<file path="config.mk">
export PLATFORM = sky130hd
export DESIGN_NAME = tsd_timer_sync_dma
export DESIGN_NICKNAME = d
export VERILOG_FILES = /design/src/hw/tsd_timer_sync_dma.v
export VERILOG_INCLUDE_DIRS = /design/src /design/src/hw
export SDC_FILE = /design/constraint.sdc
export NUM_CORES = 1
export LEC_CHECK = 0
export BUFFER_PORTS_ARGS = -buffer_cell sky130_fd_sc_hd__buf_2
export CAP_MARGIN = 30
export CORE_UTILIZATION = 25
export CTS_BUF_LIST = sky130_fd_sc_hd__clkbuf_4
export CTS_CLUSTER_SIZE = 10
export DETAILED_ROUTE_END_ITERATION = 7
export PLACE_DENSITY_LB_ADDON = 0.25
export SYNTH_ARGS = -nofsm -noshare
export SYNTH_HDL_FRONTEND = slang
export SYNTH_SLANG_ARGS = --single-unit
</file>
<file path="constraint.sdc">
create_clock -name MCLK -period 3.85 [get_ports MCLK]
set_clock_uncertainty 0.05 [all_clocks]
set_input_delay 0.77 -clock MCLK [delete_from_list [all_inputs] [get_ports MCLK]]
set_output_delay 0.77 -clock MCLK [all_outputs]
set_load 0.1 [all_outputs]
</file>
<file path="src/hw/tsd_regs.vh">
// Purpose: register map, field positions and reset values of the timer sync/DMA block
// Assumes: byte address of a register is four times its index
// Notes: definitions only
//
// Operation
// - Event slave mode trigger sets counter run
// - Select 001 drives run state on trigger out
// - Source 010 takes partner timer trigger input
// - Source 100 takes channel 0 input edge
// - Sync bit aligns own start with slaves
// - Channel 0 edge starts chained counters together
// - Enabled internal event raises DMA request
// - Buffer access redirected to base index register
// - Length plus one requests, stepping one word each
// - Length zero gives one request; events restart
// - Debug halt with freeze bit stops counter
// - Divider field sets sample clock 1/2/4
// - Bit 7 enables auto-reload shadow copy
// - Align mode 00 counts edge-aligned by direction
// - Center modes 01 and 10 gate compare flag by direction
// - Direction gating applies to output-mode channels
`ifndef TSD_REGS_VH
`define TSD_REGS_VH
// ****************************************
// Register indices
// ****************************************
`define TSD_IX_CTL0 5'h00
`define TSD_IX_SYNC 5'h01
`define TSD_IX_DCFG 5'h02
`define TSD_IX_DBUF 5'h03
`define TSD_IX_STAT 5'h04
`define TSD_IX_MASK 5'h05
`define TSD_IX_DMEN 5'h06
`define TSD_IX_CNT 5'h07
`define TSD_IX_ARR 5'h08
`define TSD_IX_CMP 5'h09
`define TSD_IX_CHMS 5'h0A
// ****************************************
// Fields
// ****************************************
`define TSD_RUN 0
`define TSD_DIR 4
`define TSD_SHADOW 7
`define TSD_SMODE_EVENT 3'h6
`define TSD_SMODE_OFF 3'h0
`define TSD_SRC_CH0 3'h4
`define TSD_MMC_RUN 3'h1
`define TSD_MMC_UPD 3'h2
`define TSD_MS_OUTPUT 2'h0
`define TSD_EV_TRIG 0
`define TSD_EV_CMP 1
`define TSD_EV_UPD 2
// ****************************************
// Reset values and responses
// ****************************************
`define TSD_CTL0_RST 10'h000
`define TSD_ARR_RST 16'hFFFF
`define TSD_RESP_OK 2'h0
`define TSD_RESP_ERR 2'h2
`endif

</file>
<file path="src/hw/tsd_timer_sync_dma.v">
// Purpose: timer start synchronisation, DMA burst access and control register 0
// Assumes: trigger inputs from partner timers run on MCLK; CH0_IN and DBG_HALT do not
// Notes: one write and one read under way at a time on the register bus
//
// Chosen here: the AXI4-Lite interface to the registers.
`timescale 1ns/10ps
`include "tsd_regs.vh"

module tsd_timer_sync_dma (
  // Clock and reset
  input wire MCLK,
  input wire SRST,
  // AXI4-Lite write
  input wire [7:0] S_AXI_AWADDR,
  input wire S_AXI_AWVALID,
  output reg S_AXI_AWREADY,
  input wire [31:0] S_AXI_WDATA,
  input wire [3:0] S_AXI_WSTRB,
  input wire S_AXI_WVALID,
  output reg S_AXI_WREADY,
  output reg [1:0] S_AXI_BRESP,
  output reg S_AXI_BVALID,
  input wire S_AXI_BREADY,
  // AXI4-Lite read
  input wire [7:0] S_AXI_ARADDR,
  input wire S_AXI_ARVALID,
  output reg S_AXI_ARREADY,
  output reg [31:0] S_AXI_RDATA,
  output reg [1:0] S_AXI_RRESP,
  output reg S_AXI_RVALID,
  input wire S_AXI_RREADY,
  // Trigger link
  input wire [3:0] INTERNAL_TRIGGER_INPUT,
  input wire CH0_IN,
  output reg TRIGGER_OUTPUT,
  // DMA, debug, sample tick, interrupt
  output reg DMA_REQ,
  input wire DBG_HALT,
  output reg SAMPLE_TICK,
  output reg IRQ
);

  // ****************************************
  // State
  // ****************************************
  reg [9:0] ctl0_reg;
  reg [12:0] sync_reg;
  reg [12:0] dcfg_reg;
  reg [2:0] stat_reg;
  reg [2:0] mask_reg;
  reg [2:0] dmen_reg;
  reg [15:0] cnt_reg;
  reg [15:0] arr_reg;
  reg [15:0] arr_sh_reg;
  reg [15:0] cmp_reg;
  reg [1:0] chms_reg;
  reg start_pend_reg;
  reg [1:0] div_reg;
  reg ch0_s1_reg, ch0_s2_reg, ch0_prev_reg;
  reg halt_s1_reg, halt_s2_reg;
  reg [3:0] iti_prev_reg;
  reg busy_reg;
  reg [4:0] bidx_reg;
  reg aw_hold_reg, w_hold_reg;
  reg [4:0] aw_ix_reg;
  reg aw_bad_reg;
  reg [31:0] w_data_reg;
  reg [3:0] w_strb_reg;

  // ****************************************
  // Register decode
  // ****************************************
  // Buffer index maps to base plus burst step; 5-bit wrap is harmless
  function [4:0] eff_ix;
    input [4:0] ix;
    begin
      if (ix == `TSD_IX_DBUF)
        eff_ix = dcfg_reg[4:0] + bidx_reg;
      else
        eff_ix = ix;
    end
  endfunction
  function mapped;
    input [4:0] ix;
    begin
      mapped = (ix <= `TSD_IX_CHMS) && (ix != `TSD_IX_DBUF);
    end
  endfunction
  function [31:0] reg_rd;
    input [4:0] ix;
    begin
      case (ix)
        `TSD_IX_CTL0: reg_rd = {22'h0, ctl0_reg};
        `TSD_IX_SYNC: reg_rd = {19'h0, sync_reg};
        `TSD_IX_DCFG: reg_rd = {19'h0, dcfg_reg};
        `TSD_IX_STAT: reg_rd = {29'h0, stat_reg};
        `TSD_IX_MASK: reg_rd = {29'h0, mask_reg};
        `TSD_IX_DMEN: reg_rd = {29'h0, dmen_reg};
        `TSD_IX_CNT: reg_rd = {16'h0000, cnt_reg};
        `TSD_IX_ARR: reg_rd = {16'h0000, arr_reg};
        `TSD_IX_CMP: reg_rd = {16'h0000, cmp_reg};
        `TSD_IX_CHMS: reg_rd = {30'h0, chms_reg};
        default: reg_rd = 32'h00000000;
      endcase
    end
  endfunction

  // ****************************************
  // Bus handshakes
  // ****************************************
  wire aw_take = S_AXI_AWVALID & S_AXI_AWREADY;
  wire w_take = S_AXI_WVALID & S_AXI_WREADY;
  wire wr_go = aw_hold_reg & w_hold_reg & ~S_AXI_BVALID;
  wire rd_go = S_AXI_ARVALID & S_AXI_ARREADY;
  wire aw_hold_next = (aw_hold_reg | aw_take) & ~wr_go;
  wire w_hold_next = (w_hold_reg | w_take) & ~wr_go;
  wire rvalid_next = rd_go | (S_AXI_RVALID & ~S_AXI_RREADY);
  wire [4:0] ar_ix = S_AXI_ARADDR[6:2];
  wire ar_bad = S_AXI_ARADDR[7];
  wire [4:0] wr_ix = eff_ix(aw_ix_reg);
  wire [4:0] rd_ix = eff_ix(ar_ix);
  wire wr_ok = wr_go & ~aw_bad_reg & mapped(wr_ix);
  wire [31:0] wmask = {{8{w_strb_reg[3]}}, {8{w_strb_reg[2]}},
                       {8{w_strb_reg[1]}}, {8{w_strb_reg[0]}}};
  wire [31:0] wval = (reg_rd(wr_ix) & ~wmask) | (w_data_reg & wmask);
  // Completed buffer access advances the burst
  wire buf_done = (wr_go & (aw_ix_reg == `TSD_IX_DBUF) & ~aw_bad_reg)
                | (rd_go & (ar_ix == `TSD_IX_DBUF) & ~ar_bad);

  // ****************************************
  // Trigger selection
  // ****************************************
  reg sel_edge;
  always @* begin
    case (sync_reg[6:4])
      3'h0, 3'h1, 3'h2, 3'h3: sel_edge = INTERNAL_TRIGGER_INPUT[sync_reg[5:4]] &
                                         ~iti_prev_reg[sync_reg[5:4]];
      `TSD_SRC_CH0: sel_edge = ch0_s2_reg & ~ch0_prev_reg;
      default: sel_edge = 1'b0;
    endcase
  end
  wire trig_ev = sel_edge & (sync_reg[2:0] != `TSD_SMODE_OFF);
  wire ev_start = trig_ev & (sync_reg[2:0] == `TSD_SMODE_EVENT);
  // With sync bit set our own start waits one cycle, the latency a slave
  // needs to see the trigger output edge, so both count from one edge
  wire start_now = ev_start & ~sync_reg[7];
  wire start_late = ev_start & sync_reg[7];

  // ****************************************
  // Counter
  // ****************************************
  wire freeze = halt_s2_reg & sync_reg[12];
  wire cnt_en = ctl0_reg[`TSD_RUN] & ~freeze;
  wire center = ctl0_reg[6:5] != 2'h0;
  wire [15:0] arr_eff = ctl0_reg[`TSD_SHADOW] ? arr_sh_reg : arr_reg;
  reg [15:0] cnt_next;
  reg dir_next;
  reg upd;
  always @* begin
    cnt_next = cnt_reg;
    dir_next = ctl0_reg[`TSD_DIR];
    upd = 1'b0;
    if (cnt_en) begin
      if (!ctl0_reg[`TSD_DIR]) begin
        if (cnt_reg >= arr_eff) begin
          upd = 1'b1;
          if (center) begin
            dir_next = 1'b1;
            cnt_next = cnt_reg - 16'h0001;
          end else begin
            cnt_next = 16'h0000;
          end
        end else begin
          cnt_next = cnt_reg + 16'h0001;
        end
      end else begin
        if (cnt_reg == 16'h0000) begin
          upd = 1'b1;
          if (center) begin
            dir_next = 1'b0;
            cnt_next = 16'h0001;
          end else begin
            cnt_next = arr_eff;
          end
        end else begin
          cnt_next = cnt_reg - 16'h0001;
        end
      end
    end
  end

  // Compare flag gated by count direction in center modes 01 and 10
  reg dir_ok;
  always @* begin
    case (ctl0_reg[6:5])
      2'h1: dir_ok = ctl0_reg[`TSD_DIR];
      2'h2: dir_ok = ~ctl0_reg[`TSD_DIR];
      default: dir_ok = 1'b1;
    endcase
  end
  wire out_mode = chms_reg == `TSD_MS_OUTPUT;
  wire cmp_hit = cnt_en & (cnt_reg == cmp_reg) & out_mode & dir_ok;
  wire [2:0] ev_set = {upd, cmp_hit, trig_ev};
  wire dma_ev = |(ev_set & dmen_reg);

  // Sample clock divider; reserved code 11 falls back to no division
  reg [1:0] div_lim;
  always @* begin
    case (ctl0_reg[9:8])
      2'h1: div_lim = 2'h1;
      2'h2: div_lim = 2'h3;
      default: div_lim = 2'h0;
    endcase
  end

  // ****************************************
  // Sequential logic
  // ****************************************
  always @(posedge MCLK) begin
    if (SRST) begin
      ctl0_reg <= `TSD_CTL0_RST;
      sync_reg <= 13'h0000;
      dcfg_reg <= 13'h0000;
      stat_reg <= 3'h0;
      mask_reg <= 3'h0;
      dmen_reg <= 3'h0;
      cnt_reg <= 16'h0000;
      arr_reg <= `TSD_ARR_RST;
      arr_sh_reg <= `TSD_ARR_RST;
      cmp_reg <= 16'h0000;
      chms_reg <= 2'h0;
      start_pend_reg <= 1'b0;
      div_reg <= 2'h0;
      ch0_s1_reg <= 1'b0;
      ch0_s2_reg <= 1'b0;
      ch0_prev_reg <= 1'b0;
      halt_s1_reg <= 1'b0;
      halt_s2_reg <= 1'b0;
      iti_prev_reg <= 4'h0;
      busy_reg <= 1'b0;
      bidx_reg <= 5'h00;
      aw_hold_reg <= 1'b0;
      w_hold_reg <= 1'b0;
      aw_ix_reg <= 5'h00;
      aw_bad_reg <= 1'b0;
      w_data_reg <= 32'h00000000;
      w_strb_reg <= 4'h0;
      S_AXI_AWREADY <= 1'b0;
      S_AXI_WREADY <= 1'b0;
      S_AXI_BVALID <= 1'b0;
      S_AXI_BRESP <= `TSD_RESP_OK;
      S_AXI_ARREADY <= 1'b0;
      S_AXI_RVALID <= 1'b0;
      S_AXI_RDATA <= 32'h00000000;
      S_AXI_RRESP <= `TSD_RESP_OK;
      TRIGGER_OUTPUT <= 1'b0;
      DMA_REQ <= 1'b0;
      SAMPLE_TICK <= 1'b0;
      IRQ <= 1'b0;
    end else begin
      // Pin inputs pass two flops before any logic looks at them
      ch0_s1_reg <= CH0_IN;
      ch0_s2_reg <= ch0_s1_reg;
      ch0_prev_reg <= ch0_s2_reg;
      halt_s1_reg <= DBG_HALT;
      halt_s2_reg <= halt_s1_reg;
      iti_prev_reg <= INTERNAL_TRIGGER_INPUT;

      // Write channel capture, either order
      aw_hold_reg <= aw_hold_next;
      w_hold_reg <= w_hold_next;
      S_AXI_AWREADY <= ~aw_hold_next;
      S_AXI_WREADY <= ~w_hold_next;
      if (aw_take) begin
        aw_ix_reg <= S_AXI_AWADDR[6:2];
        aw_bad_reg <= S_AXI_AWADDR[7];
      end
      if (w_take) begin
        w_data_reg <= S_AXI_WDATA;
        w_strb_reg <= S_AXI_WSTRB;
      end
      if (wr_go) begin
        S_AXI_BVALID <= 1'b1;
        S_AXI_BRESP <= wr_ok ? `TSD_RESP_OK : `TSD_RESP_ERR;
      end else if (S_AXI_BREADY) begin
        S_AXI_BVALID <= 1'b0;
      end

      // Read channel
      S_AXI_RVALID <= rvalid_next;
      S_AXI_ARREADY <= ~rvalid_next;
      if (rd_go) begin
        if (!ar_bad && mapped(rd_ix)) begin
          S_AXI_RDATA <= reg_rd(rd_ix);
          S_AXI_RRESP <= `TSD_RESP_OK;
        end else begin
          S_AXI_RDATA <= 32'h00000000;
          S_AXI_RRESP <= `TSD_RESP_ERR;
        end
      end

      // Counter moves first so that a software write this cycle wins, except the DIR bit in center modes
      cnt_reg <= cnt_next;
      ctl0_reg[`TSD_DIR] <= dir_next;
      if (upd)
        arr_sh_reg <= arr_reg;
      if (wr_ok) begin
        case (wr_ix)
          `TSD_IX_CTL0: begin
            if (center)
              ctl0_reg <= {wval[9:5], dir_next, wval[3:0]};
            else
              ctl0_reg <= wval[9:0];
          end
          `TSD_IX_SYNC: sync_reg <= wval[12:0];
          `TSD_IX_DCFG: dcfg_reg <= wval[12:0];
          `TSD_IX_MASK: mask_reg <= wval[2:0];
          `TSD_IX_DMEN: dmen_reg <= wval[2:0];
          `TSD_IX_CNT: cnt_reg <= wval[15:0];
          `TSD_IX_ARR: arr_reg <= wval[15:0];
          `TSD_IX_CMP: cmp_reg <= wval[15:0];
          `TSD_IX_CHMS: chms_reg <= wval[1:0];
          default: ;
        endcase
      end
      // Hardware start beats a software clear in the same cycle
      start_pend_reg <= start_late;
      if (start_now || start_pend_reg)
        ctl0_reg[`TSD_RUN] <= 1'b1;
      // Sticky status, set wins over write-one-to-clear
      if (wr_ok && wr_ix == `TSD_IX_STAT)
        stat_reg <= (stat_reg & ~wval[2:0]) | ev_set;
      else
        stat_reg <= stat_reg | ev_set;
      IRQ <= |((stat_reg | ev_set) & mask_reg);
      // Trigger output; run state counts a pending start as running
      case (sync_reg[10:8])
        `TSD_MMC_RUN: TRIGGER_OUTPUT <= ctl0_reg[`TSD_RUN] | start_now | start_late
                             | start_pend_reg;
        `TSD_MMC_UPD: TRIGGER_OUTPUT <= upd;
        default: TRIGGER_OUTPUT <= 1'b0;
      endcase

      // DMA burst: request drops for one cycle between steps
      if (dma_ev) begin
        busy_reg <= 1'b1;
        bidx_reg <= 5'h00;
        DMA_REQ <= 1'b1;
      end else if (buf_done && busy_reg) begin
        DMA_REQ <= 1'b0;
        if (bidx_reg == dcfg_reg[12:8])
          busy_reg <= 1'b0;
        else
          bidx_reg <= bidx_reg + 5'h01;
      end else begin
        DMA_REQ <= busy_reg;
      end

      // Sample clock tick
      if (div_reg >= div_lim) begin
        div_reg <= 2'h0;
        SAMPLE_TICK <= 1'b1;
      end else begin
        div_reg <= div_reg + 2'h1;
        SAMPLE_TICK <= 1'b0;
      end
    end
  end

endmodule

</file>
==> impl_metrics.toml <==
[timing]
worst_slew_pin_slew_ps = 860
fin_crit_sh = 0.969
hold_violations = 0
finalCriticalPeriod_ps = 3730
whs_ps = 300
final_max_slew_viol_count = 0
setup_tns_ps = 0
rsz0062_at_grt = "false"
setup-violations-final = 0
slew_headroom = 0.426
timing.fmax_ghz = 0.268

[global_route]
grt-ovfl-total = 0
grt_pass1_vias = 10300
grt_max_degree = 60
grt_use_total = 0.186
antenna_found_initial = 1
grt_pass1_wl_mm = 63.0

[worst_setup_path]
crit_family = "compound AO/OA/AOI/OAI gates"
critPathSlowestCell = "fa_1"
crit_path_end_kind = "register"
crit_arrival_ps = 4210
crit_top_cell = "a22o_1"
path_class = "register to register"
cp_max_fo = 7
worstSetupStartpointType = "register"
crit_buf_inv = 0
cp_data_required_time_ps = 4320
cpPeakStageDelay_ps = 490
crit_chain = "ha_1 > fa_1 > a211oi_2 > nor3_2 > o31a_2 > and3_1 > a22o_1 > a221oi_1 > o21ai_1 > a22o_1"

[finish]
fin_area_um2 = 12500
area.growth.synth_to_final_pct = 14.6
multi_input_area_um2 = 6670
layout.nets = 1514
drive_above_1_share = 0.168
final_common_cell = "nand2_1"
final_cell_mix = "nand2_1, dfxtp_1, a21oi_1"
fill_cells = 4745
seqCellArea_um2 = 3640
stdcell_count = 2018

[run_status]
outcome = "finished, final reports clean"

[synthesis]
postSynthCellCount = 1347
netlist-cell-type-count = 97
ys_ff_latch = 182
syn_area_per_cell_um2 = 8.08
yosysWarningCount = 0
syn-cell-area_um2 = 10900
yosys-top-cells-area = "dfxtp_1, nand2_1, a21oi_1, ha_1, nor2_1"
synth_seq_area_share = 0.335
yosysTopAreaCellShare = 0.335
synthFlopType = "dfxtp_1"
synth_area_leader_cell = "dfxtp_1"
async_flop_share = 0
synth_edf_count = 0

[clock_network]
tritoncts_num_sinks = 182
cts_htree_levels = 4
ctsHoldBuffers = 0
clock_latency_ps = 630
numCtsBuffers = 17
cts_tree = "yes"
root_buffer = "clkbuf_4"
clockBufferDepth = 2
clkTransAtPathRegs_ps = 170

[route]
drt_iter0_drc = 986
wirelength_mm = 41.3
drc = 0
vias = 10800
detail_route.wl_per_cell_um = 20.5
drtPass1Iterations = 6
antenna_left = 0
via_per_inst = 5.34

[floorplanning]
core_area_um2 = 43000
dieArea_um2 = 44400
rows = 76
die_x_um = 211
initial_utilization = 0.253
die_y_um = 211
pin_count = 110

[power_and_ir_drop]
p_leak_nw = 4.76
ir_drop_uv = 224
p_per_area_nw_per_um2 = 296

[placement]
io_buffers = 69
placed_cells = 1985
gp_congestion = 0.937
place_area_um2 = 12100
hpwlAfterDp_mm = 31.9

[run]
maxCapViolations = 0

[hold_path]
hold_class = "input pin to register"
[routing by layer]
metal / track usage / vias up / part of all wire
met5: 0 / - / 0
li1: - / 5091 / -
met2: 0.299 / 418 / 0.46
met4: 0.0725 / 0 / 0.032
met1: 0.248 / 5196 / 0.45
met3: 0.0302 / 72 / 0.065
[what timing repair did]
action	in CTS	in global routing
gates resized for setup	0	2
setup buffers	0	0
endpoints found under the setup margin	0	19
[worst paths after layout]
kind	slack (ps)	end	cells after the start	startpoint
worst max-delay path	120	cnt_reg[5]	10	dcfg_reg[0]
worst max register to register	120	cnt_reg[5]	10	dcfg_reg[0]
worst min register to register	400	ch0_prev_reg	2	ch0_s2_reg
worst min-delay path	300	ch0_s1_reg	2	CH0_IN
[through the flow]
stage / total power, mW / setup WS [ps] / utilization
2_1_floorplan: 2.32 / 243 / -
3_3_place_gp: 2.46 / 181 / 0.282
3_5_place_dp: 2.46 / 199 / 0.282
4_1_cts: 3.73 / 156 / 0.290
5_1_grt: 3.84 / 2.07 / 0.290
6_report: 3.69 / 119 / 0.290
[cells by family (layout without fill, tap and decap cells)]
logic type / count (synthesis) / in the layout / share of synthesized area
AO/OA/AOI/OAI: 394 / 394 / 0.272
AND/OR/NAND/NOR: 528 / 528 / 0.234
XOR/XNOR: 36 / 36 / 0.0290
buffers and inverters: 138 / 206 / 0.0598
flip-flops: 182 / 182 / 0.335
other: 1 / 19 / 0.000345
multiplexers: 38 / 38 / 0.0354
adder cells (fa/ha/maj): 30 / 30 / 0.0352
[final cells by class]
| type | count | area share |
|---|---|---|
| multi-input cells | 1044 | 0.535 |
| flip-flops and latches | 182 | 0.292 |
| repair buffers | 149 | 0.0791 |
| well taps | 585 | 0.0587 |
| clock inverters | 14 | 0.0166 |
| clock buffers | 18 | 0.0108 |
| inverters | 25 | 0.00753 |
| diodes | 1 | 0.000201 |
[cell usage after synthesis, types with 16 or more instances]
| library cell | instances |
|---|---|
| nor3_1 | 28 |
| a21oi_1 | 97 |
| nand2_1 | 211 |
| mux2i_1 | 34 |
| a22oi_1 | 20 |
| dfxtp_1 | 182 |
| and3_1 | 17 |
| nand3_1 | 71 |
| nor2_1 | 95 |
| buf_2 | 25 |
| inv_1 | 23 |
| buf_4 | 21 |
| a222oi_1 | 18 |
| nand4_1 | 16 |
| xnor2_1 | 23 |
| ha_1 | 29 |
| nand2b_1 | 18 |
| o21ai_0 | 33 |
| a22o_1 | 34 |
| clkbuf_1 | 57 |
[report_power, final]
group	switching, mW	internal [mW]	total, mW
Clock	0.774	0.490	1.26
Sequential	0.0258	1.91	1.94
Combinational	0.372	0.122	0.494
Power figures use the tool's default switching activity.
